[src/hw/cmsf_pkg.sv]
// Package: register map, field layout and carrier types of the mailbox status block
package cmsf_pkg;
    localparam int N_MB = 32;
    localparam int MB_W = 5;
    localparam int ADDR_W = 8;
    localparam int DATA_W = 32;
    localparam int LAST_MB = 31;
    // Register byte offsets
    localparam logic [7:0] OFF_TX_REQ = 8'h00;
    localparam logic [7:0] OFF_TX_CANCEL = 8'h04;
    localparam logic [7:0] OFF_TX_DONE = 8'h08;
    localparam logic [7:0] OFF_ABORT_DONE = 8'h0C;
    localparam logic [7:0] OFF_RX_PEND = 8'h10;
    localparam logic [7:0] OFF_RX_LOST = 8'h14;
    localparam logic [7:0] OFF_ACCEPT_MASK = 8'h18;
    localparam logic [7:0] OFF_MB_IRQ_MASK = 8'h1C;
    localparam logic [7:0] OFF_MB_TX_IRQ = 8'h20;
    localparam logic [7:0] OFF_MB_RX_IRQ = 8'h24;
    localparam logic [7:0] OFF_GLB_IRQ_FLAGS = 8'h28;
    localparam logic [7:0] OFF_GLB_IRQ_MASK = 8'h2C;
    // Bit 31 is absent in every transmit-side bank
    localparam logic [31:0] TX_BANK_MASK = 32'h7FFFFFFF;
    localparam logic [31:0] ACCEPT_MASK_MASK = 32'h9FFFFFFF;
    localparam logic [31:0] GLB_IRQ_MASK_BITS = 32'h00000003;
    localparam logic [31:0] RESET_ZERO = 32'h00000000;
    localparam int FMT_MASK_BIT = 31;
    localparam int ID_MSB = 28;
    localparam int STD_ID_LSB = 18;
    localparam int GIRQ_TX_ABORT = 0;
    localparam int GIRQ_RX_LOST = 1;
    localparam logic [1:0] RESP_OKAY = 2'h0;
    localparam logic [1:0] RESP_SLVERR = 2'h2;

    // One mailbox event from the protocol engine
    typedef struct packed {
        logic valid;
        logic [MB_W-1:0] mb;
    } cmsf_evt_t;

    // Identifier and format of a frame being filtered
    typedef struct packed {
        logic [ID_MSB:0] id;
        logic ide;
    } cmsf_frame_t;
endpackage

[src/hw/cmsf_top.sv]
// Mailbox status flag banks, local acceptance filter and AXI4-Lite register slave
//
// The AXI4-Lite interface to the registers and the placing of the registers are this design's own decisions.
`timescale 1ns/1ns
module cmsf_top #(
    parameter int N_MB = cmsf_pkg::N_MB
) (
    input wire logic core_clk,
    input wire logic rstn,
    input wire logic [cmsf_pkg::ADDR_W-1:0] s_axi_awaddr,
    input wire logic [2:0] s_axi_awprot,
    input wire logic s_axi_awvalid,
    output logic s_axi_awready,
    input wire logic [cmsf_pkg::DATA_W-1:0] s_axi_wdata,
    input wire logic [3:0] s_axi_wstrb,
    input wire logic s_axi_wvalid,
    output logic s_axi_wready,
    output logic [1:0] s_axi_bresp,
    output logic s_axi_bvalid,
    input wire logic s_axi_bready,
    input wire logic [cmsf_pkg::ADDR_W-1:0] s_axi_araddr,
    input wire logic [2:0] s_axi_arprot,
    input wire logic s_axi_arvalid,
    output logic s_axi_arready,
    output logic [cmsf_pkg::DATA_W-1:0] s_axi_rdata,
    output logic [1:0] s_axi_rresp,
    output logic s_axi_rvalid,
    input wire logic s_axi_rready,
    input wire cmsf_pkg::cmsf_evt_t tx_ok_evt,
    input wire cmsf_pkg::cmsf_evt_t tx_abort_evt,
    input wire cmsf_pkg::cmsf_evt_t tx_active,
    input wire cmsf_pkg::cmsf_evt_t rx_store_evt,
    input wire cmsf_pkg::cmsf_frame_t rx_frame,
    input wire cmsf_pkg::cmsf_frame_t mb31_setup,
    output logic [N_MB-1:0] transmit_request_bits,
    output logic [N_MB-1:0] transmit_cancel_bits,
    output logic mb31_accept,
    output logic tx_complete_irq,
    output logic rx_complete_irq,
    output logic global_controller_irq
);
    logic [N_MB-1:0] trs_r, trr_r, ta_r, aa_r, rmp_r, rml_r;
    logic [N_MB-1:0] mbim_r, mbtif_r, mbrif_r, lam_r;
    logic [1:0] gif_r, gim_r;
    logic aw_full_r, w_full_r, bvalid_r, rvalid_r, accept_r;
    logic [1:0] bresp_r, rresp_r;
    logic [cmsf_pkg::ADDR_W-1:0] awaddr_r;
    logic [cmsf_pkg::DATA_W-1:0] wdata_r, rdata_r, rd_nxt;
    logic [3:0] wstrb_r;
    logic rd_hit, wr_en, wr_hit;
    logic [N_MB-1:0] wmask;
    logic [N_MB-1:0] ok_vec, abort_evt_vec, busy_vec, store_vec;
    logic [N_MB-1:0] cancel_now, abort_set, ta_set, rmp_set, rml_set;
    logic [N_MB-1:0] wr_trs, wr_trr, wr_ta, wr_aa, wr_rmp, wr_mbtif, wr_mbrif;
    logic [1:0] wr_gif;

    function automatic logic [N_MB-1:0] decode(input cmsf_pkg::cmsf_evt_t e);
        logic [N_MB-1:0] v;
        v = '0;
        if (e.valid) begin
            v[e.mb] = 1'b1;
        end
        return v;
    endfunction

    function automatic logic [31:0] wmask_full(input logic [3:0] s);
        return {{8{s[3]}}, {8{s[2]}}, {8{s[1]}}, {8{s[0]}}};
    endfunction

    // AXI4-Lite write path: address and data taken in either order, then one response
    assign s_axi_awready = !aw_full_r && !bvalid_r;
    assign s_axi_wready = !w_full_r && !bvalid_r;
    assign wr_en = aw_full_r && w_full_r && !bvalid_r;
    assign s_axi_bvalid = bvalid_r;
    assign s_axi_bresp = bresp_r;

    always_ff @(posedge core_clk or negedge rstn) begin
        if (!rstn) begin
            aw_full_r <= 1'b0;
            awaddr_r <= '0;
        end else if (s_axi_awvalid && s_axi_awready) begin
            aw_full_r <= 1'b1;
            awaddr_r <= s_axi_awaddr;
        end else if (wr_en) begin
            aw_full_r <= 1'b0;
        end
    end

    always_ff @(posedge core_clk or negedge rstn) begin
        if (!rstn) begin
            w_full_r <= 1'b0;
            wdata_r <= '0;
            wstrb_r <= '0;
        end else if (s_axi_wvalid && s_axi_wready) begin
            w_full_r <= 1'b1;
            wdata_r <= s_axi_wdata;
            wstrb_r <= s_axi_wstrb;
        end else if (wr_en) begin
            w_full_r <= 1'b0;
        end
    end

    always_ff @(posedge core_clk or negedge rstn) begin
        if (!rstn) begin
            bvalid_r <= 1'b0;
            bresp_r <= cmsf_pkg::RESP_OKAY;
        end else if (wr_en) begin
            bvalid_r <= 1'b1;
            bresp_r <= wr_hit ? cmsf_pkg::RESP_OKAY : cmsf_pkg::RESP_SLVERR;
        end else if (s_axi_bready) begin
            bvalid_r <= 1'b0;
        end
    end

    // Lanes without a strobe write as zero, which is harmless for every W1C and W1S bank
    always_comb begin
        wmask = wr_en ? (wdata_r & wmask_full(wstrb_r)) : '0;
        wr_trs = '0;
        wr_trr = '0;
        wr_ta = '0;
        wr_aa = '0;
        wr_rmp = '0;
        wr_mbtif = '0;
        wr_mbrif = '0;
        wr_gif = '0;
        wr_hit = 1'b1;
        if (awaddr_r == cmsf_pkg::OFF_TX_REQ) begin
            wr_trs = wmask & cmsf_pkg::TX_BANK_MASK;
        end else if (awaddr_r == cmsf_pkg::OFF_TX_CANCEL) begin
            wr_trr = wmask & cmsf_pkg::TX_BANK_MASK;
        end else if (awaddr_r == cmsf_pkg::OFF_TX_DONE) begin
            wr_ta = wmask & cmsf_pkg::TX_BANK_MASK;
        end else if (awaddr_r == cmsf_pkg::OFF_ABORT_DONE) begin
            wr_aa = wmask & cmsf_pkg::TX_BANK_MASK;
        end else if (awaddr_r == cmsf_pkg::OFF_RX_PEND) begin
            wr_rmp = wmask;
        end else if (awaddr_r == cmsf_pkg::OFF_MB_TX_IRQ) begin
            wr_mbtif = wmask;
        end else if (awaddr_r == cmsf_pkg::OFF_MB_RX_IRQ) begin
            wr_mbrif = wmask;
        end else if (awaddr_r == cmsf_pkg::OFF_GLB_IRQ_FLAGS) begin
            wr_gif = wmask[1:0];
        end else if (awaddr_r == cmsf_pkg::OFF_RX_LOST || awaddr_r == cmsf_pkg::OFF_ACCEPT_MASK
                     || awaddr_r == cmsf_pkg::OFF_MB_IRQ_MASK
                     || awaddr_r == cmsf_pkg::OFF_GLB_IRQ_MASK) begin
            wr_hit = 1'b1;
        end else begin
            wr_hit = 1'b0;
        end
    end

    // Engine events decoded to one-hot mailbox vectors
    always_comb begin
        ok_vec = decode(tx_ok_evt) & cmsf_pkg::TX_BANK_MASK;
        abort_evt_vec = decode(tx_abort_evt) & cmsf_pkg::TX_BANK_MASK;
        busy_vec = decode(tx_active);
        store_vec = decode(rx_store_evt);
        cancel_now = trr_r & trs_r & ~busy_vec & ~ok_vec;
        abort_set = abort_evt_vec | cancel_now;
        ta_set = ok_vec;
        rmp_set = store_vec;
        rml_set = store_vec & rmp_r;
    end

    // Request clears on completion or abort; a cancel already in flight waits for the engine
    always_ff @(posedge core_clk or negedge rstn) begin
        if (!rstn) begin
            trs_r <= cmsf_pkg::RESET_ZERO;
        end else begin
            trs_r <= (trs_r | wr_trs) & ~(ok_vec | abort_set) & cmsf_pkg::TX_BANK_MASK;
        end
    end

    always_ff @(posedge core_clk or negedge rstn) begin
        if (!rstn) begin
            trr_r <= cmsf_pkg::RESET_ZERO;
        end else begin
            trr_r <= (trr_r | wr_trr) & ~(ok_vec | abort_set) & cmsf_pkg::TX_BANK_MASK;
        end
    end

    always_ff @(posedge core_clk or negedge rstn) begin
        if (!rstn) begin
            ta_r <= cmsf_pkg::RESET_ZERO;
        end else begin
            ta_r <= ((ta_r & ~(wr_ta | wr_trs)) | ta_set) & cmsf_pkg::TX_BANK_MASK;
        end
    end

    always_ff @(posedge core_clk or negedge rstn) begin
        if (!rstn) begin
            aa_r <= cmsf_pkg::RESET_ZERO;
        end else begin
            aa_r <= ((aa_r & ~(wr_aa | wr_trs)) | abort_set) & cmsf_pkg::TX_BANK_MASK;
        end
    end

    always_ff @(posedge core_clk or negedge rstn) begin
        if (!rstn) begin
            rmp_r <= cmsf_pkg::RESET_ZERO;
        end else begin
            rmp_r <= (rmp_r & ~wr_rmp) | rmp_set;
        end
    end

    // Lost flags have no write path of their own
    always_ff @(posedge core_clk or negedge rstn) begin
        if (!rstn) begin
            rml_r <= cmsf_pkg::RESET_ZERO;
        end else begin
            rml_r <= (rml_r & ~wr_rmp) | rml_set;
        end
    end

    always_ff @(posedge core_clk or negedge rstn) begin
        if (!rstn) begin
            mbtif_r <= cmsf_pkg::RESET_ZERO;
        end else begin
            mbtif_r <= (mbtif_r & ~wr_mbtif) | (ta_set & mbim_r);
        end
    end

    always_ff @(posedge core_clk or negedge rstn) begin
        if (!rstn) begin
            mbrif_r <= cmsf_pkg::RESET_ZERO;
        end else begin
            mbrif_r <= (mbrif_r & ~wr_mbrif) | (rmp_set & mbim_r);
        end
    end

    always_ff @(posedge core_clk or negedge rstn) begin
        if (!rstn) begin
            gif_r <= '0;
        end else begin
            gif_r[cmsf_pkg::GIRQ_TX_ABORT] <= (gif_r[cmsf_pkg::GIRQ_TX_ABORT]
                & ~wr_gif[cmsf_pkg::GIRQ_TX_ABORT]) | (|abort_set);
            gif_r[cmsf_pkg::GIRQ_RX_LOST] <= (gif_r[cmsf_pkg::GIRQ_RX_LOST]
                & ~wr_gif[cmsf_pkg::GIRQ_RX_LOST]) | (|rml_set);
        end
    end

    // Plain read/write configuration registers
    always_ff @(posedge core_clk or negedge rstn) begin
        if (!rstn) begin
            mbim_r <= cmsf_pkg::RESET_ZERO;
            lam_r <= cmsf_pkg::RESET_ZERO;
            gim_r <= '0;
        end else if (wr_en) begin
            if (awaddr_r == cmsf_pkg::OFF_MB_IRQ_MASK) begin
                mbim_r <= (mbim_r & ~wmask_full(wstrb_r)) | wmask;
            end else if (awaddr_r == cmsf_pkg::OFF_ACCEPT_MASK) begin
                lam_r <= ((lam_r & ~wmask_full(wstrb_r)) | wmask) & cmsf_pkg::ACCEPT_MASK_MASK;
            end else if (awaddr_r == cmsf_pkg::OFF_GLB_IRQ_MASK && wstrb_r[0]) begin
                gim_r <= wmask[1:0];
            end
        end
    end

    assign transmit_request_bits = trs_r;
    assign transmit_cancel_bits = trr_r;
    assign tx_complete_irq = |mbtif_r;
    assign rx_complete_irq = |mbrif_r;
    assign global_controller_irq = |(gif_r & gim_r);

    // Local mask filter for the last mailbox; the mask is sampled live, so it must be static
    always_ff @(posedge core_clk or negedge rstn) begin
        if (!rstn) begin
            accept_r <= 1'b0;
        end else begin
            accept_r <= (lam_r[cmsf_pkg::FMT_MASK_BIT] || rx_frame.ide == mb31_setup.ide)
                && (rx_frame.ide
                    ? (((rx_frame.id ^ mb31_setup.id) & ~lam_r[cmsf_pkg::ID_MSB:0]) == '0)
                    : (((rx_frame.id[cmsf_pkg::ID_MSB:cmsf_pkg::STD_ID_LSB]
                        ^ mb31_setup.id[cmsf_pkg::ID_MSB:cmsf_pkg::STD_ID_LSB])
                        & ~lam_r[cmsf_pkg::ID_MSB:cmsf_pkg::STD_ID_LSB]) == '0));
        end
    end
    assign mb31_accept = accept_r;

    // AXI4-Lite read path: one cycle from address to data
    assign s_axi_arready = !rvalid_r;
    assign s_axi_rvalid = rvalid_r;
    assign s_axi_rdata = rdata_r;
    assign s_axi_rresp = rresp_r;

    always_comb begin
        rd_nxt = '0;
        rd_hit = 1'b1;
        if (s_axi_araddr == cmsf_pkg::OFF_TX_REQ) begin
            rd_nxt = trs_r;
        end else if (s_axi_araddr == cmsf_pkg::OFF_TX_CANCEL) begin
            rd_nxt = trr_r;
        end else if (s_axi_araddr == cmsf_pkg::OFF_TX_DONE) begin
            rd_nxt = ta_r;
        end else if (s_axi_araddr == cmsf_pkg::OFF_ABORT_DONE) begin
            rd_nxt = aa_r;
        end else if (s_axi_araddr == cmsf_pkg::OFF_RX_PEND) begin
            rd_nxt = rmp_r;
        end else if (s_axi_araddr == cmsf_pkg::OFF_RX_LOST) begin
            rd_nxt = rml_r;
        end else if (s_axi_araddr == cmsf_pkg::OFF_ACCEPT_MASK) begin
            rd_nxt = lam_r;
        end else if (s_axi_araddr == cmsf_pkg::OFF_MB_IRQ_MASK) begin
            rd_nxt = mbim_r;
        end else if (s_axi_araddr == cmsf_pkg::OFF_MB_TX_IRQ) begin
            rd_nxt = mbtif_r;
        end else if (s_axi_araddr == cmsf_pkg::OFF_MB_RX_IRQ) begin
            rd_nxt = mbrif_r;
        end else if (s_axi_araddr == cmsf_pkg::OFF_GLB_IRQ_FLAGS) begin
            rd_nxt = {30'h00000000, gif_r};
        end else if (s_axi_araddr == cmsf_pkg::OFF_GLB_IRQ_MASK) begin
            rd_nxt = {30'h00000000, gim_r};
        end else begin
            rd_hit = 1'b0;
        end
    end

    always_ff @(posedge core_clk or negedge rstn) begin
        if (!rstn) begin
            rvalid_r <= 1'b0;
            rdata_r <= '0;
            rresp_r <= cmsf_pkg::RESP_OKAY;
        end else if (s_axi_arvalid && s_axi_arready) begin
            rvalid_r <= 1'b1;
            rdata_r <= rd_nxt;
            rresp_r <= rd_hit ? cmsf_pkg::RESP_OKAY : cmsf_pkg::RESP_SLVERR;
        end else if (s_axi_rready) begin
            rvalid_r <= 1'b0;
        end
    end
endmodule
[config.mk]
export PLATFORM = sky130hd
export DESIGN_NAME = cmsf_top
export DESIGN_NICKNAME = d
export VERILOG_FILES = /design/src/hw/cmsf_pkg.sv /design/src/hw/cmsf_top.sv
export SDC_FILE = /design/constraint.sdc
export NUM_CORES = 1
export LEC_CHECK = 0
export BUFFER_PORTS_ARGS = -buffer_cell sky130_fd_sc_hd__buf_2
export CORE_MARGIN = 5
export CORE_UTILIZATION = 45
export CTS_BUF_LIST = sky130_fd_sc_hd__clkbuf_4
export CTS_CLUSTER_DIAMETER = 50
export DETAILED_ROUTE_END_ITERATION = 12
export PLACE_DENSITY_LB_ADDON = 0.3
export SYNTH_ARGS = -nofsm -noshare
export SYNTH_HDL_FRONTEND = slang
export SYNTH_SLANG_ARGS = --single-unit
[constraint.sdc]
create_clock -name core_clk -period 2.7 [get_ports core_clk]
set_clock_uncertainty 0.1 [all_clocks]
set_input_delay 0.54 -clock core_clk [delete_from_list [all_inputs] [get_ports core_clk]]
set_output_delay 0.54 -clock core_clk [all_outputs]
set_load 0.02 [all_outputs]
# Yosys cells after proc, flatten, opt, wreduce, memory -nomap -nowiden
# Cells that the tools add are included.
[totals]
ff_bits = 403
output_inout_bits = 109
input_bits = 149
[classes]
n_reduce_logical = 37
order_cmp = 8
n_eq_ne = 23
bitwise = 55
mux = 92
[op_table]
columns = ["op", "n"]
rows = [
  ["2-to-1 mux 32 bit", 31],
  ["2-to-1 mux 31 bit", 12],
  ["bitwise AND 32 bit", 10],
  ["bitwise OR 31 bit", 7],
  ["bitwise OR 32 bit", 6],
  ["NOT 32 bit", 5],
  ["bitwise AND 31 bit", 5],
  ["OR reduction 32 bit", 4],
  ["NOT 31 bit", 3],
  ["bitwise AND 31 x 32 -> 32 bit", 2],
  ["== test 8 x 5 -> 1 bit (second input constant)", 8],
  ["== test 8 x 6 -> 1 bit (second input constant)", 8],
  ["2-to-1 mux 1 bit", 33],
  ["== test 8 x 4 -> 1 bit (second input constant)", 4],
  ["NOT 31 -> 32 bit", 1],
  ["bitwise OR 31 x 32 -> 32 bit", 1],
  ["bitwise AND 29 bit", 1],
  ["logical NOT 29 bit", 1],
  ["NOT 29 bit", 1],
  ["XOR 29 bit", 1],
  ["< comparator 5 x 6 -> 1 bit (second input constant)", 4],
  ["2-to-1 mux 2 bit", 12],
  ["demux 1 bit (select 5 bit)", 4],
  [">= comparator 5 x 1 -> 1 bit (second input constant)", 4],
  ["19 further kinds", 47],
]

# Logic depth before layout (Yosys ltp)
[logic_depth]
word_depth = 14
depth_mapped = 9

# Worst setup path before layout
# OpenSTA, ideal clock, no wires.
[synth_timing]
path_type = "register -> register"
start = "register bvalid_r (netlist: s_axi_bvalid)"
end = "register wdata_r[11] (netlist name)"
n_path_buf = 2
t_arrival_ps = 2004
path_stages_with_launch = 6
period_less_slack_ps = 2229
setup_ps = 125
setup_slack_ps = 471
cell_sequence = "dfrtp_1 > nor2_1 > and2_1 > clkbuf_1 > buf_1 > mux2_2"
[synth_via]
elab_chain_len = 3
[synth_lines]
columns = ["element", "line_no", "rtl"]
rows = [
  ["start: declaration", "cmsf_top.sv:45", "logic aw_full_r, w_full_r, bvalid_r, rvalid_r, accept_r;"],
  ["start signal: assignment", "cmsf_top.sv:105", "bvalid_r <= 1'b0;"],
  ["start signal: assignment", "cmsf_top.sv:108", "bvalid_r <= 1'b1;"],
  ["start signal: assignment", "cmsf_top.sv:111", "bvalid_r <= 1'b0;"],
  ["logical NOT 1 bit", "cmsf_top.sv:72", "assign s_axi_wready = !w_full_r && !bvalid_r;"],
  ["logical AND 1 bit", "cmsf_top.sv:72", ""],
  ["via s_axi_wready", "cmsf_top.sv:17", "output logic s_axi_wready,"],
  ["logical AND 1 bit", "cmsf_top.sv:94", "end else if (s_axi_wvalid && s_axi_wready) begin"],
  ["end signal: assignment", "cmsf_top.sv:96", "wdata_r <= s_axi_wdata;"],
  ["end: declaration", "cmsf_top.sv:48", "logic [cmsf_pkg::DATA_W-1:0] wdata_r, rdata_r, rd_nxt;"],
]
# The timed path passes the listed nets, and every way through them passes these cells.
# A chain may end at the register's enable or synchronous reset.

# Worst setup path after layout
[layout_timing]
start = "register mbtif_r[6]"
end = "output tx_complete_irq"
[layout_via]
elab_chain_len = 1
[layout_lines]
columns = ["element", "line_no", "rtl"]
rows = [
  ["start: declaration", "cmsf_top.sv:43", "logic [N_MB-1:0] mbim_r, mbtif_r, mbrif_r, lam_r;"],
  ["start signal: assignment", "cmsf_top.sv:217", "mbtif_r <= cmsf_pkg::RESET_ZERO;"],
  ["start signal: assignment", "cmsf_top.sv:219", "mbtif_r <= (mbtif_r & ~wr_mbtif) | (ta_set & mbim_r);"],
  ["OR reduction 32 bit", "cmsf_top.sv:261", "assign tx_complete_irq = |mbtif_r;"],
  ["end: declaration", "cmsf_top.sv:38", "output logic tx_complete_irq,"],
]
# Every way passes these cells.

==> metrics.txt <==
status=complete, but fails checks; failing checks=setup timing; clk_lat worst skew=0.85 ns; FF-to-FF path depth=7; max-cap violations=0; number of global-route vias before repair=19900; Root Buffer=clkbuf_4; Synth top cells by count=dfrtp_1 (401), nand2_1 (314), nor2_1 (153); H-tree depth=3; clock-pin slew on the worst setup and hold paths=approximately 0.060 ns; DP Wirelength=57.3 mm; CP Max Fanout=3; Crit Path Category=reg2out; Synth warnings=0; min Tclk post-route=3.12 ns; IO Pins=258; Final Cycle Share=1.16; Post-synth EDFFs=0; first-pass GRT wire length=122 mm; Final TNS setup=-0.815 ns; Layout area overhead=26.7%; worst vdd ir=0.535 mV; # DRC=0; Post-Layout Cell Count=3139; worst hold margin=0.0841 ns; post-route cell area=25100 um^2; sequential area share after synthesis=0.506; element type at the critical path start=flop; via count=19800; HP Class=in2reg; post-route ant nets=0; Core Rows=76; fmax=321 MHz; Power Density=695 nW/um^2; asr flop ratio synth=1.00; dominant synthesized flop cell=dfrtp_1; share of post-route cells with drive strength above 1=0.301; die area=between 40000 and 50000 um^2; largest net degree at the start of global routing=68; port buffer count=247; Sinks on Clock Net=401; DR pass1 iterations=6; initial core utilization=0.457; CORE AREA=43400 um^2; DR WL/cell=26.3 um; leakage=0.0115 uW; final setup fails=2; Crit. End Element=primary output; RSZ-0062 raised after global routing=true; post-synth top area share=0.506; fin nets=2610; DIE HEIGHT=around 220 um; slack of the critical path=-0.420 ns; maximum clock path buffer count=3; Max-slew headroom=0.279; Total Power=17400 uW; hold depth=3; Layout fillers=approximately 3800; routability cong.=0.979; initial antenna violation count=8; largest area contributor in the netlist=dfrtp_1; Netlist Area Pre-Place=19800 um^2; cells after synthesis=1978; via/cell ratio=6.30; WP data required=2.06 ns; DRT iter0 DRCs=2379; register bit total from synthesis=401; Routed WL=82.5 mm; multi-input logic area=~9300 um^2; Syn Area/Cell=about 10 um^2; Slew Limit Fails=0; flip-flop and latch area=10000 um^2; Slew @ Worst Pin=1.08 ns; Netlist cell types=72; CTS tree=done; CTS Buf Count=108; main area contributors after synthesis=dfrtp_1 (51%), nand2_1 (5.9%), mux2_2 (5.9%), a22o_1 (3.2%), a21oi_1 (3.0%); endpoints failing hold=0; GRT Util Overall=0.336; die width=220 um; worst endpoint data arrival time=2.48 ns; grt ovf=0; most frequent cell after synthesis=dfrtp_1; Post-Place Cells=2874; Post-Place Cell Area=about 23000 um^2
## layout by cell type, fill, tap and decap left out, types with 51 or more instances in the layout
cell / Yosys / routed
a21o_1: 52 / 52
a21oi_1: 120 / 120
a221oi_1: 60 / 60
a22o_1: 73 / 73
buf_2: 34 / 244
buf_4: 9 / 163
clkbuf_4: 0 / 166
dfrtp_1: 401 / 401
dlygate4sd3_1: 0 / 60
mux2_2: 104 / 104
nand2_1: 314 / 314
nor2_1: 153 / 151
nor3_1: 53 / 51
o21ai_0: 56 / 56
## worst paths after layout
path                                    startpoint                         end  slack, ns
max                           mbtif_r[6]$_DFF_PN0_             tx_complete_irq      -0.42
min                                s_axi_araddr[0]  s_axi_rresp[1]$_DFFE_PN0P_       0.08
max reg2reg                awaddr_r[4]$_DFFE_PN0P_          gif_r[0]$_DFF_PN0_       0.16
min reg2reg                     ta_r[29]$_DFF_PN0_          ta_r[29]$_DFF_PN0_       0.38
max in group asynchronous                     rstn          aa_r[20]$_DFF_PN0_       1.56
min in group asynchronous                     rstn         rml_r[16]$_DFF_PN0_       0.16
## per-layer routing
metal | part of all wire | wire [um] | vias up | track usage
met1 | 0.38 | 31400 | 9674 | 0.445
met2 | 0.43 | 35800 | 1442 | 0.504
met4 | 0.056 | 4660 | 6 | 0.165
li1 | - | - | 8337 | -
met3 | 0.13 | 10500 | 305 | 0.0996
met5 | 0.00046 | 38 | - | 0
## through the flow
step	setup slack [ns]	util
after CTS	-0.400	0.578
final	-0.420	0.579
after global routing	-0.431	0.579
after floorplan	0.471	-
after global placement	-0.139	0.530
after detailed placement	-0.0905	0.530
## flip-flops by register name, summed over array words and instances, names as in the netlist, 2 cells and up
register,flops
rmp_r,32
transmit_cancel_bits,31
aa_r,31
s_axi_rdata,32
rml_r,32
gim_r,2
mbtif_r,32
transmit_request_bits,31
ta_r,31
wdata_r,32
mbim_r,32
wstrb_r,4
gif_r,2
lam_r,30
mbrif_r,32
awaddr_r,8
## where the power goes
group / total (uW) / internal (uW) / switching [uW] / leakage, uW
combinational: 3590 / 1590 / 2000 / 0.00570
sequential: 8340 / 7010 / 1330 / 0.00500
clock: 5520 / 2880 / 2640 / 0.000840
total: 17400 / 11500 / 5960 / 0.0115
## critical path, cell delays in order (launching register included)
cell	delay, ns
dfrtp_1	0.42
nor4_2	0.41
nand4_1	0.32
or2_4	0.35
buf_6	0.13
## cells by family (layout without fill, tap and decap cells)
kind of cell,after synthesis,count (layout),share of synthesized area
buffers and inverters,135,700,0.0306
other,1,12,0.000189
XOR/XNOR,31,31,0.0137
AO/OA/AOI/OAI,548,548,0.199
flip-flops,401,401,0.506
multiplexers,139,139,0.0776
AND/OR/NAND/NOR,723,723,0.172
## cell type report
cell class                 count  share of cell area
tap                          585              0.0292
multi-input combinational   1445               0.370
antenna                        8            0.000798
clock inverter                29             0.00553
clock buffer                 166              0.0497
sequential                   401               0.400
inverter                       9             0.00135
timing repair buffer         496               0.144
## what timing repair did
item | 4_1_cts | 5_1_grt
pin swaps | 7 | 2
gates resized for setup | 14 | 2
buffers inserted | 2 | 0
hold buffers | 60 | 0
endpoints found under the setup margin | 2 | 2
hold endpoints to repair | 221 | 0
Note: power is estimated with default switching activity, not from simulation.
